### src/common/iovf_pkg.sv
// input over-voltage fault response: shared constants and types
// assumes the management interface has already decoded the bus protocol
// into command code, direction and data before it reaches this block
package iovf_pkg;

    // ------------------------------------------------------------
    // command codes and layout
    // ------------------------------------------------------------
    localparam logic [7:0] IOVF_CMD_THRESHOLD = 8'h55;
    localparam logic [7:0] IOVF_CMD_ACTION = 8'h56;
    localparam int IOVF_ACT_MSB = 7;
    localparam int IOVF_ACT_LSB = 6;
    localparam int IOVF_RETRY_MSB = 5;
    localparam int IOVF_RETRY_LSB = 3;
    localparam int IOVF_DELAY_MSB = 2;
    localparam int IOVF_DELAY_LSB = 0;
    localparam int IOVF_MANT_MSB = 10;

    // ------------------------------------------------------------
    // reset values and encodings
    // ------------------------------------------------------------
    localparam logic [15:0] IOVF_THRESHOLD_RST = 16'h03ff;
    localparam logic [7:0] IOVF_ACTION_RST = 8'hc0;
    localparam logic [1:0] IOVF_ACT_IGNORE = 2'h0;
    localparam logic [1:0] IOVF_ACT_DELAYED = 2'h1;
    localparam logic [1:0] IOVF_ACT_RETRY = 2'h2;
    localparam logic [1:0] IOVF_ACT_LATCH = 2'h3;
    localparam logic [2:0] IOVF_RETRY_NONE = 3'h0;
    localparam logic [2:0] IOVF_RETRY_ENDLESS = 3'h7;

    // ------------------------------------------------------------
    // timing
    // ------------------------------------------------------------
    localparam int IOVF_UNIT_W = 24;
    localparam int IOVF_UNITS_W = 8;

    typedef enum logic [2:0] {
        IOVF_ST_RUN,
        IOVF_ST_GRACE,
        IOVF_ST_RETRY_WAIT,
        IOVF_ST_LATCHED,
        IOVF_ST_CMD_OFF
    } iovf_state_t;

endpackage

### src/hw/iovf_fault_response.sv
// input over-voltage fault response: threshold and action registers,
// fault detection, delay, retry and latch-off of the converter output
// assumes a management front end that hands over decoded commands, a
// measured input voltage in linear format with the threshold's exponent,
// and the time-unit length from the separate time-unit register
//
// Summary of operation
// RQ1: sixteen-bit linear-format trip threshold, read and written by word commands
// RQ2: eight-bit action setting by byte commands; bits 7:6 pick the fault action
// RQ3: action 00 ignores the fault; the output keeps running
// RQ4: action 01 keeps running for delay count times the time unit
// RQ5: if over-voltage persists when that delay ends, apply the retry setting
// RQ6: action 10 disables the output at once, then applies the retry setting
// RQ7: action 11 disables the output until the fault is cleared
// RQ8: status clear, clear-faults, reset or an off-on cycle clears a latched fault
// RQ9: retry setting 000 makes no restart; output stays off until cleared
// RQ10: retry 1 to 6 restarts that many times, then latches off
// RQ11: restart attempts start one delay (count times unit) apart
// RQ12: retry 111 retries forever until commanded off or another fault shuts down
// RQ13: delay code n means 2 to the n time units, 1 to 128
// RQ14: time-unit length comes from the separate time-unit register, not here
// RQ15: fault declared when measured input voltage exceeds the threshold
`timescale 1ns/100ps
module iovf_fault_response import iovf_pkg::*; #(
    parameter int UNIT_W = IOVF_UNIT_W
) (
    input wire logic clk_in, // 50 MHz clock
    input wire logic rst_n_in, // synchronous reset, active low
    input wire logic cmd_valid_in, // pulse: decoded command present
    input wire logic cmd_write_in, // 1 write, 0 read
    input wire logic [7:0] cmd_code_in, // command code
    input wire logic [15:0] cmd_wdata_in, // write data, byte in low bits
    output logic [15:0] cmd_rdata_out, // read data
    output logic cmd_ack_out, // pulse: command accepted
    output logic cmd_nack_out, // pulse: command code not served here
    input wire logic [15:0] vin_meas_in, // measured input voltage, linear
    input wire logic [UNIT_W-1:0] unit_cycles_in, // clocks per delay unit
    input wire logic status_clear_in, // pulse: clear the status bit
    input wire logic clear_faults_in, // pulse: clear-faults command
    input wire logic ctrl_pin_in, // remote on/off pin, asynchronous
    input wire logic operation_on_in, // operation command says on
    input wire logic other_fault_in, // another fault shut the unit down
    output logic output_enable_out, // converter output enabled
    output logic fault_status_out, // sticky over-voltage status bit
    output logic restart_out, // pulse: restart attempt made
    output logic [2:0] attempts_out // failed restart attempts so far under retry 1 to 6
);

    // ------------------------------------------------------------
    // registers and command port
    // ------------------------------------------------------------
    logic [15:0] threshold_ff;
    logic [7:0] action_ff;
    logic [15:0] rdata_ff;
    logic ack_ff;
    logic nack_ff;

    // word and byte commands; other codes belong to other blocks
    always_ff @(posedge clk_in) begin
        if (!rst_n_in) begin
            threshold_ff <= IOVF_THRESHOLD_RST;
            action_ff <= IOVF_ACTION_RST;
            rdata_ff <= '0;
            ack_ff <= 1'b0;
            nack_ff <= 1'b0;
        end else begin
            ack_ff <= 1'b0;
            nack_ff <= 1'b0;
            if (cmd_valid_in) begin
                if (cmd_code_in == IOVF_CMD_THRESHOLD) begin
                    ack_ff <= 1'b1;
                    if (cmd_write_in) begin
                        threshold_ff <= cmd_wdata_in; // RQ1
                    end else begin
                        rdata_ff <= threshold_ff; // RQ1
                    end
                end else if (cmd_code_in == IOVF_CMD_ACTION) begin
                    ack_ff <= 1'b1;
                    if (cmd_write_in) begin
                        action_ff <= cmd_wdata_in[7:0]; // RQ2
                    end else begin
                        rdata_ff <= {8'h00, action_ff}; // RQ2
                    end
                end else begin
                    nack_ff <= 1'b1;
                end
            end
        end
    end

    // ------------------------------------------------------------
    // on/off command and its synchroniser
    // ------------------------------------------------------------
    logic ctrl_s1_ff;
    logic ctrl_s2_ff;
    logic ctrl_s3_ff;
    logic ctrl_ff;
    logic on_prev_ff;
    logic on_cmd;
    logic on_rise;

    // three stages; the pin level moves only when stages two and three agree
    always_ff @(posedge clk_in) begin
        if (!rst_n_in) begin
            ctrl_s1_ff <= 1'b0;
            ctrl_s2_ff <= 1'b0;
            ctrl_s3_ff <= 1'b0;
            ctrl_ff <= 1'b0;
        end else begin
            ctrl_s1_ff <= ctrl_pin_in;
            ctrl_s2_ff <= ctrl_s1_ff;
            ctrl_s3_ff <= ctrl_s2_ff;
            if (ctrl_s2_ff == ctrl_s3_ff) begin
                ctrl_ff <= ctrl_s3_ff;
            end
        end
    end

    assign on_cmd = ctrl_ff && operation_on_in;

    // previous on state, for the off-then-on clearing edge
    always_ff @(posedge clk_in) begin
        if (!rst_n_in) begin
            on_prev_ff <= 1'b0;
        end else begin
            on_prev_ff <= on_cmd;
        end
    end

    assign on_rise = on_cmd && !on_prev_ff;

    // ------------------------------------------------------------
    // fault detection
    // ------------------------------------------------------------
    // signed mantissa compare; exponents are taken as equal, which
    // saves a normaliser but leaves scaling to the measurement path
    function automatic logic over_limit(input logic [15:0] meas, input logic [15:0] lim);
        over_limit = $signed(meas[IOVF_MANT_MSB:0]) > $signed(lim[IOVF_MANT_MSB:0]);
    endfunction

    logic over_trip;
    logic any_clear;
    logic [1:0] act;
    logic [2:0] retry_set;

    assign over_trip = over_limit(vin_meas_in, threshold_ff); // RQ15
    assign any_clear = status_clear_in || clear_faults_in || on_rise; // RQ8
    assign act = action_ff[IOVF_ACT_MSB:IOVF_ACT_LSB];
    assign retry_set = action_ff[IOVF_RETRY_MSB:IOVF_RETRY_LSB];

    // ------------------------------------------------------------
    // response state machine
    // ------------------------------------------------------------
    iovf_state_t state_ff;
    iovf_state_t nxt_state;
    logic [2:0] attempts_ff;
    logic [2:0] nxt_attempts;
    logic timer_start;
    logic timer_done;
    logic fault_event;
    logic restart_pulse;

    always_comb begin
        nxt_state = state_ff;
        nxt_attempts = attempts_ff;
        timer_start = 1'b0;
        fault_event = 1'b0;
        restart_pulse = 1'b0;
        case (state_ff)
            IOVF_ST_RUN: begin
                if (over_trip) begin
                    fault_event = 1'b1; // RQ15
                    nxt_attempts = 3'h0;
                    if (act == IOVF_ACT_DELAYED) begin
                        nxt_state = IOVF_ST_GRACE; // RQ4
                        timer_start = 1'b1;
                    end else if (act == IOVF_ACT_RETRY) begin
                        if (retry_set == IOVF_RETRY_NONE) begin
                            nxt_state = IOVF_ST_LATCHED; // RQ9
                        end else begin
                            nxt_state = IOVF_ST_RETRY_WAIT; // RQ6
                            timer_start = 1'b1;
                        end
                    end else if (act == IOVF_ACT_LATCH) begin
                        nxt_state = IOVF_ST_LATCHED; // RQ7
                    end
                    // ignore action leaves the output running; RQ3
                end
            end
            IOVF_ST_GRACE: begin
                if (timer_done) begin
                    if (!over_trip) begin
                        nxt_state = IOVF_ST_RUN;
                    end else if (retry_set == IOVF_RETRY_NONE) begin
                        nxt_state = IOVF_ST_LATCHED; // RQ5
                    end else begin
                        nxt_state = IOVF_ST_RETRY_WAIT; // RQ5
                        timer_start = 1'b1;
                    end
                end
            end
            IOVF_ST_RETRY_WAIT: begin
                if (timer_done) begin
                    restart_pulse = 1'b1;
                    if (!over_trip) begin
                        nxt_state = IOVF_ST_RUN;
                    end else if (retry_set != IOVF_RETRY_ENDLESS &&
                                 attempts_ff + 3'h1 >= retry_set) begin
                        nxt_attempts = attempts_ff + 3'h1;
                        nxt_state = IOVF_ST_LATCHED; // RQ10
                    end else begin
                        // the endless setting never counts up; RQ12
                        if (retry_set != IOVF_RETRY_ENDLESS) begin
                            nxt_attempts = attempts_ff + 3'h1;
                        end
                        timer_start = 1'b1; // RQ11
                    end
                end
            end
            IOVF_ST_LATCHED: begin
                if (any_clear) begin
                    nxt_state = IOVF_ST_RUN; // RQ8
                end
            end
            IOVF_ST_CMD_OFF: begin
                if (on_rise && !other_fault_in) begin
                    nxt_state = IOVF_ST_RUN; // RQ8
                end
            end
            default: begin
                nxt_state = IOVF_ST_RUN;
            end
        endcase
        // being commanded off or shut by another fault overrides all; RQ12
        if (!on_cmd || other_fault_in) begin
            nxt_state = IOVF_ST_CMD_OFF;
            timer_start = 1'b0;
            restart_pulse = 1'b0;
            fault_event = 1'b0;
        end
    end

    // state and attempt count
    always_ff @(posedge clk_in) begin
        if (!rst_n_in) begin
            state_ff <= IOVF_ST_CMD_OFF;
            attempts_ff <= 3'h0;
        end else begin
            state_ff <= nxt_state;
            attempts_ff <= nxt_attempts;
        end
    end

    // unit length from the time-unit input, delay code from the action byte
    iovf_delay_timer #(
        .UNIT_W(UNIT_W)
    ) u_timer (
        .clk_in(clk_in),
        .rst_n_in(rst_n_in),
        .start_in(timer_start),
        .code_in(action_ff[IOVF_DELAY_MSB:IOVF_DELAY_LSB]),
        .unit_cycles_in(unit_cycles_in), // RQ14
        .busy_out(),
        .done_out(timer_done)
    );

    // ------------------------------------------------------------
    // outputs
    // ------------------------------------------------------------
    logic enable_ff;
    logic status_ff;
    logic restart_ff;

    // a new fault in the clearing cycle wins so no event is lost
    always_ff @(posedge clk_in) begin
        if (!rst_n_in) begin
            enable_ff <= 1'b0;
            status_ff <= 1'b0;
            restart_ff <= 1'b0;
        end else begin
            enable_ff <= (nxt_state == IOVF_ST_RUN) || (nxt_state == IOVF_ST_GRACE);
            restart_ff <= restart_pulse;
            if (fault_event) begin
                status_ff <= 1'b1;
            end else if (any_clear) begin
                status_ff <= 1'b0; // RQ8
            end
        end
    end

    assign cmd_rdata_out = rdata_ff;
    assign cmd_ack_out = ack_ff;
    assign cmd_nack_out = nack_ff;
    assign output_enable_out = enable_ff;
    assign fault_status_out = status_ff;
    assign restart_out = restart_ff;
    assign attempts_out = attempts_ff;

endmodule

### src/hw/iovf_delay_timer.sv
// delay timer: counts 2**code time units, one unit being unit_cycles clocks
// assumes start_in is a one-cycle pulse; a new start restarts the count
`timescale 1ns/100ps
module iovf_delay_timer import iovf_pkg::*; #(
    parameter int UNIT_W = IOVF_UNIT_W
) (
    input wire logic clk_in, // 50 MHz clock
    input wire logic rst_n_in, // synchronous reset, active low
    input wire logic start_in, // pulse: begin a new delay
    input wire logic [2:0] code_in, // delay code n, 2**n units
    input wire logic [UNIT_W-1:0] unit_cycles_in, // clocks per time unit
    output logic busy_out, // delay in progress
    output logic done_out // pulse: delay expired
);

    // ------------------------------------------------------------
    // unit divider and unit counter
    // ------------------------------------------------------------
    logic [UNIT_W-1:0] div_ff;
    logic [IOVF_UNITS_W-1:0] units_ff;
    logic busy_ff;
    logic unit_tick;

    // zero cycles per unit is treated as one so a delay always ends
    assign unit_tick = busy_ff && (div_ff <= UNIT_W'(1));

    // divider restarts with each start so the first unit is whole
    always_ff @(posedge clk_in) begin
        if (!rst_n_in) begin
            div_ff <= '0;
        end else if (start_in || unit_tick) begin
            div_ff <= unit_cycles_in;
        end else if (busy_ff) begin
            div_ff <= div_ff - UNIT_W'(1);
        end
    end

    // count of units still to run
    always_ff @(posedge clk_in) begin
        if (!rst_n_in) begin
            units_ff <= '0;
            busy_ff <= 1'b0;
        end else begin
            if (start_in) begin
                units_ff <= IOVF_UNITS_W'(1) << code_in; // RQ13
                busy_ff <= 1'b1;
            end else if (unit_tick) begin
                units_ff <= units_ff - IOVF_UNITS_W'(1);
                if (units_ff == IOVF_UNITS_W'(1)) begin
                    busy_ff <= 1'b0;
                end
            end
        end
    end

    assign busy_out = busy_ff;
    // done in the last unit's cycle, so a restart lands exactly one delay on
    assign done_out = unit_tick && (units_ff == IOVF_UNITS_W'(1));

endmodule

### config.mk
export PLATFORM = sky130hd
export DESIGN_NAME = iovf_fault_response
export DESIGN_NICKNAME = d
export VERILOG_FILES = /design/src/common/iovf_pkg.sv /design/src/hw/iovf_fault_response.sv /design/src/hw/iovf_delay_timer.sv
export SDC_FILE = /design/constraint.sdc
export NUM_CORES = 1
export LEC_CHECK = 0
export BUFFER_PORTS_ARGS = -buffer_cell sky130_fd_sc_hd__buf_2
export CAP_MARGIN = 20
export CORE_MARGIN = 1.5
export CORE_UTILIZATION = 30
export CTS_BUF_LIST = sky130_fd_sc_hd__clkbuf_16
export DETAILED_ROUTE_END_ITERATION = 8
export GPL_TIMING_DRIVEN = 0
export HOLD_SLACK_MARGIN = 0.08
export PLACE_DENSITY = 0.52
export SLEW_MARGIN = 20
export SYNTH_ARGS = -nofsm -noshare
export SYNTH_HDL_FRONTEND = slang
export SYNTH_HIERARCHICAL = 1
export SYNTH_SLANG_ARGS = --single-unit
### constraint.sdc
create_clock -name clk_in -period 6.45 [get_ports clk_in]
set_input_delay 0.9675 -clock clk_in [delete_from_list [all_inputs] [get_ports clk_in]]
set_output_delay 0.9675 -clock clk_in [all_outputs]
set_load 0.03 [all_outputs]
# After elaboration in Yosys (flattened, before gate mapping)
# Index checks and enable logic that the tools add are counted.
dict set report word_totals {
  regBits 89
  wordCells 130
}
dict set report classes {
  addsub 3
  order_cmp 3
  n_eq_ne 19
  n_shift 1
  muxes 51
  bitwise_logic 4
  n_reduce_logical 31
}
# op n
set op_table {}
lappend op_table {{two-way mux 16 bit} 4}
lappend op_table {{two-way mux 24 bit} 2}
lappend op_table {{two-way mux 3 bit} 16}
lappend op_table {{<= comparator 24 x 1 -> 1 bit (second input constant)} 1}
lappend op_table {{subtractor 24 x 1 -> 24 bit (second input constant)} 1}
lappend op_table {{two-way mux 1 bit} 23}
lappend op_table {{equality test 8 x 7 -> 1 bit (second input constant)} 2}
lappend op_table {{two-way mux 8 bit} 2}
lappend op_table {{one-hot mux 3 bit (5 select lines)} 1}
lappend op_table {{nonzero test 2 bit} 6}
lappend op_table {{greater-than comparator 11 bit} 1}
lappend op_table {{inequality test 2 bit (second input constant)} 5}
lappend op_table {{zero test 3 bit} 3}
lappend op_table {{equality test 8 x 1 -> 1 bit (second input constant)} 1}
lappend op_table {{AND reduction 4 bit} 2}
lappend op_table {{<< shifter 1 x 3 -> 8 bit (first input constant)} 1}
lappend op_table {{subtractor 8 x 1 -> 8 bit (second input constant)} 1}
lappend op_table {{equality test 3 x 1 -> 1 bit (second input constant)} 2}
lappend op_table {{equality test 3 x 2 -> 1 bit (second input constant)} 2}
lappend op_table {{logical AND 1 bit} 6}
lappend op_table {{inequality test 3 bit (second input constant)} 2}
lappend op_table {{one-hot mux 3 bit (2 select lines)} 1}
lappend op_table {{OR reduction 3 bit} 2}
lappend op_table {{logical OR 1 bit} 5}
lappend op_table {{13 further kinds} 20}

# Logic depth before layout (Yosys ltp)
dict set report depth {
  depth_word 10
  mapped_depth 14
}

# Cells and area by module
# Netlist, hierarchy kept.
# module n_inst cells_per_inst area_per_inst_um2 seq_area_each_um2
set by_module_without_submodules {}
lappend by_module_without_submodules {iovf_fault_response 1 298 2641.3 1121.1}
lappend by_module_without_submodules {iovf_delay_timer 1 263 2142.1 660.6}

# Worst setup path after synthesis
# OpenSTA, ideal clock, no wires.
dict set report synth_path {
  kind {input port to flip-flop}
  start {input port vin_meas_in[4]}
  end {register u_timer.div_ff[19]}
  arrival_ns 3.340
  path_slack_ns 3.036
  stages 11
  path_cell_list {ha_1 -> a21o_1 -> a21o_1 -> a2111oi_2 -> or2_1 -> a2111oi_0 -> buf_6 -> inv_1 -> o21ai_2 -> or4_1 -> a31oi_1}
}
dict set report synth_via {
  elab_chain_cells 7
  word_cells_on_any_way 11
  cone_classes {order compare: 1; mux: 8; reduce/logical: 2}
}
# item line
set synth_lines {}
lappend synth_lines {{start, declared} iovf_fault_response.sv:36} ;# input wire logic [15:0] vin_meas_in,
lappend synth_lines {{greater-than comparator 11 bit (*)} iovf_fault_response.sv:138} ;# over_limit = $signed(meas[IOVF_MANT_MSB:0]) > $signed(lim[IOVF_MANT_MSB:0]);
lappend synth_lines {{two-way mux 1 bit (on tied branches)} {iovf_fault_response.sv:205, iovf_fault_response.sv:192}}
lappend synth_lines {{two-way mux 1 bit (on tied branches)} {iovf_fault_response.sv:203, iovf_fault_response.sv:191}}
lappend synth_lines {{one-hot mux 1 bit (3 select lines) (*)} iovf_fault_response.sv:169} ;# case (state_ff)
lappend synth_lines {{two-way mux 1 bit (*)} iovf_fault_response.sv:235} ;# if (!on_cmd || other_fault_in) begin
lappend synth_lines {{via timer_start} iovf_fault_response.sv:158} ;# logic timer_start;
lappend synth_lines {{logical OR 1 bit (*)} iovf_delay_timer.sv:31} ;# end else if (start_in || unit_tick) begin
lappend synth_lines {{two-way mux 24 bit or nonzero test 2 bit (tied branches)} -}
lappend synth_lines {{end signal, assigned} iovf_delay_timer.sv:32} ;# div_ff <= unit_cycles_in;
lappend synth_lines {{end signal, assigned} iovf_delay_timer.sv:34} ;# div_ff <= div_ff - UNIT_W'(1);
lappend synth_lines {{end, declared} iovf_delay_timer.sv:19} ;# logic [UNIT_W-1:0] div_ff;
# The timed path passes the listed nets; every way through them passes the cells marked *.
# A chain may end at the register's enable or synchronous reset.

# Worst setup path in the final report
dict set report layout_path {
  start {register u_timer.div_ff[19]}
  end {register u_timer.div_ff[8]}
}
dict set report layout_via {
  elab_chain_cells 8
  word_cells_on_any_way 10
  cone_classes {order compare: 1; mux: 5; reduce/logical: 4}
}
# item line
set layout_lines {}
lappend layout_lines {{<= comparator 24 x 1 -> 1 bit (*)} iovf_delay_timer.sv:25} ;# assign unit_tick = busy_ff && (div_ff <= UNIT_W'(1));
lappend layout_lines {{logical AND 1 bit (*)} iovf_delay_timer.sv:25}
lappend layout_lines {{logical AND 1 bit (*)} iovf_delay_timer.sv:58} ;# assign done_out = unit_tick && (units_ff == IOVF_UNITS_W'(1));
lappend layout_lines {{via timer_done} iovf_fault_response.sv:159} ;# logic timer_done;
lappend layout_lines {{two-way mux 1 bit (on tied branches)} {iovf_fault_response.sv:203, iovf_fault_response.sv:191}}
lappend layout_lines {{one-hot mux 1 bit (3 select lines) (*)} iovf_fault_response.sv:169}
lappend layout_lines {{two-way mux 1 bit (*)} iovf_fault_response.sv:235}
lappend layout_lines {{via timer_start} iovf_fault_response.sv:158}
lappend layout_lines {{logical OR 1 bit (*)} iovf_delay_timer.sv:31}
lappend layout_lines {{two-way mux 24 bit or nonzero test 2 bit (tied branches)} -}
# Marked as above.

==> flow_summary_export.csv <==
group,metric,value,unit
die,ioPinCount,97,
die,die_h,129,um
layout,final_nets,755,
synthesis,synth_simple_gate_area_share,25.9,%
status,status,"completed",
power,p_int,919,uW
layout,fin_util,37.9,%
clock_network,clk-insertion-delay-late,350,ps
critical_path,cpPeakStageDelay,810,ps
synthesis,synth_xor_area_share,2.20,%
global_route,antenna_found_initial,0,
global_route,grt_overflow,0,
clock_network,hold_buffers,0,
critical_path,cp_max_fo,10,
die,start_util,31.1,%
sta,slew_headroom,36.6,%
die,num_rows,45,
routing,detail-route-antenna-nets,0,
global_route,grt_max_degree,17,
routing,highest_layer,"met4",
clock_network,cts_buffers,9,
critical_path,worst-r2r-setup-slack,2450,ps
power,pwr-share-clk,48.6,%
power,combPwrFrac,4.8,%
layout,drive_above_1_share,21.1,%
synthesis,synth_warnings,6,
sta,worst_slack,2450,ps
job,maxCapViolCount,0,
critical_path,cp.required,6690,ps
synthesis,synth_nets,653,
clock_network,clk_pin_slew,70,ps
routing,vias_per_cell,5.27,
sta,tightest_slew,948,ps
routing,met3_wirelength,848,um
routing,vias,4631,
global_route,grtUsageTotal,17.8,%
synthesis,ys.flop_type,"dfxtp_1",
layout,layout_commonest_cell,"buf_2",
synthesis,ys_ff_latch,89,
synthesis,synth_cell_types,78,
layout,final_cell_mix,"buf_2, dfxtp_1, nand2_1",
layout,multi_input_area,2750,um2
routing,drtPass1Iterations,7,
clock_network,htreeDepth,3,
power,power_density,203,nW/um2
sta,finalHoldViolations,0,
hold_path,hold_class,"flop to flop",
synthesis,synth_compound_area_share,22.0,%
global_route,grt_pass1_wl,23.2,mm
place,io_buffers,91,
synthesis,netlist_area,4780,um2
synthesis,avgSynthCellArea,8.53,um2
layout,fill_cells,1566,
clock_network,tritoncts,"yes",
clock_network,cts.repair.resized,0,
power,p_leak,0.00260,uW
critical_path,critPathTopFamily,"compound AO/OA/AOI/OAI gates",
routing,wl_met2,6.45,mm
die,dieArea,16700,um2
place,hpwl,10.6,mm
routing,drc,0,
critical_path,cpMaxStageDelayCell,"a2111oi_0",
place,finalWeightedCongestion,0.837,
layout,n_antenna_cell,0,
critical_path,arrival,4250,ps
routing,drt_iter0_drc,225,
synthesis,async_flop_share,0,%
sta,clock_skew,9.92,ps
sta,max_freq,250,MHz
die,core,15400,um2
synthesis,yosysSeqAreaShare,37.2,%
power,p_seq_share,46.6,%
sta,setup_viol,0,
synthesis,synth_fa_ha_area_share,4.97,%
synthesis,syn_inst,561,
clock_network,cts_buffer_depth,2,
critical_path,crit_type,"flop to flop",
clock_network,root_buffer,"clkbuf_16",
sta,final.setup.tns,0,ps
synthesis,synth_edf_count,0,
critical_path,worst-path-buf-inv,3,
sta,min_period,4000,ps
global_route,grt_pass1_vias,4560,
critical_path,end_kind,"flop",
critical_path,start_kind,"flop",
synthesis,synth_top_family_by_area,"simple AND/OR/NAND/NOR gates",
routing,wl_met1,6.60,mm
layout,seq_area,1780,um2
critical_path,crit_path_frequent_cell,"nand2_1",
power,p_sw_share,22.3,%
power,peakVddDrop,132,uV
power,p_switching,264,uW
sta,period_share,62.1,%
routing,wl,14.1,mm
die,die_w,129,um
clock_network,postCtsSetupRepairBufs,0,
critical_path,path_cells,"nor3_2 > o2111a_1 > buf_2 > nand2_1 > nor2_1 > o21ai_0 > a2111oi_0 > buf_6 > inv_1 > nand2_1 > nand2_1 > o311ai_0",
clock_network,cts_sinks,89,
layout,syn_to_final_growth,21.9,%
place,place_ws,2310,ps
routing,routedWlPerCell,16.1,um
synthesis,muxShareOfSynthArea,2.54,%
sta,rsz0062_at_grt,"false",
sta,maxSlewViolCount,0,
flip-flops by register name, indices dropped and copies added (netlist names), 3 cells and up:
name / cells
action_ff: 8
attempts_out: 3
cmd_rdata_out: 16
u_timer/div_ff: 24
state_ff: 3
u_timer/units_ff: 8
threshold_ff: 16
worst register-to-register path, stage by stage (launching register included):
cell and delay [ps]:
dfxtp_1 370, nor3_2 420, o2111a_1 250, buf_2 220, nand2_1 170, nor2_1 360, o21ai_0 150, a2111oi_0 810
buf_6 250, inv_1 90, nand2_1 280, nand2_1 200, o311ai_0 340
cell type report:
class	instances	share of cell area (%)
Sequential cell	89	30.6
Timing Repair Buffer	91	7.81
Clock inverter	7	1.74
Multi-Input combinational cell	419	47.2
Clock buffer	9	3.86
Tap cell	211	4.53
Inverter	26	1.67
Buffer	27	2.58
cells by family after synthesis:
kind of cell	after synthesis
flops	89
xor+xnor	12
fa+ha+maj	19
mux	12
simple gates	232
buf+inv	53
compound gates	144
final timing paths:
check | startpoint | end | cells after the start
worst max-delay path | u_timer/div_ff[19] | u_timer/div_ff[8] | 12
worst min-delay path | ctrl_s1_ff | ctrl_s2_ff | 1
worst max register to register | u_timer/div_ff[19] | u_timer/div_ff[8] | 12
worst min register to register | ctrl_s1_ff | ctrl_s2_ff | 1
power groups by stage:
stage,logic (uW),clock network [uW],registers (uW)
floorplan,21.8,0,565
global placement,55.8,0,564
detailed placement,56.4,0,564
CTS,56.9,593,551
global route,62.8,616,551
finish,56.7,575,551
per-layer routing:
metal  global-route usage, %  up-vias
met2                    28.2      162
li1                        -     2282
met1                    24.0     2172
met4                    6.35        0
met3                    3.67       15
met5                       0        -
synthesized netlist by cell type (5+ instances only):
| library cell | count | area, um2 |
|---|---|---|
| dfxtp_1 | 89 | 1780 |
| nand2_1 | 69 | 259 |
| nor2_1 | 49 | 184 |
| a21oi_1 | 25 | 125 |
| inv_1 | 23 | 86.3 |
| nand3_1 | 21 | 105 |
| ha_1 | 19 | 238 |
| o211ai_1 | 19 | 143 |
| clkbuf_1 | 16 | 60.1 |
| o21ai_0 | 14 | 70.1 |
| nand4_1 | 13 | 81.3 |
| a22oi_1 | 12 | 90.1 |
| a31oi_1 | 11 | 68.8 |
| mux2i_1 | 11 | 110 |
| nor3_1 | 10 | 50.1 |
| nor4_1 | 10 | 62.6 |
| o211a_1 | 9 | 90.1 |
| and2_1 | 6 | 37.5 |
| and3_1 | 6 | 37.5 |
| nand2b_1 | 6 | 37.5 |
| xnor2_1 | 6 | 52.6 |
| xor2_1 | 6 | 52.6 |
| nor2b_1 | 5 | 31.3 |
| nor3b_1 | 5 | 37.5 |
stage by stage:
stage               instance area [um2]  total power [uW]  cells  hold slack (ps)
detailed placement                 5500               620    863              419
CTS                                5830              1200    879              436
global route                       5830              1230    879              471
floorplan                          4780               586    561              412
finish                             5830              1180    879              435
global placement                   5500               619    863              416
No activity file was read; power rests on OpenSTA's default activity.
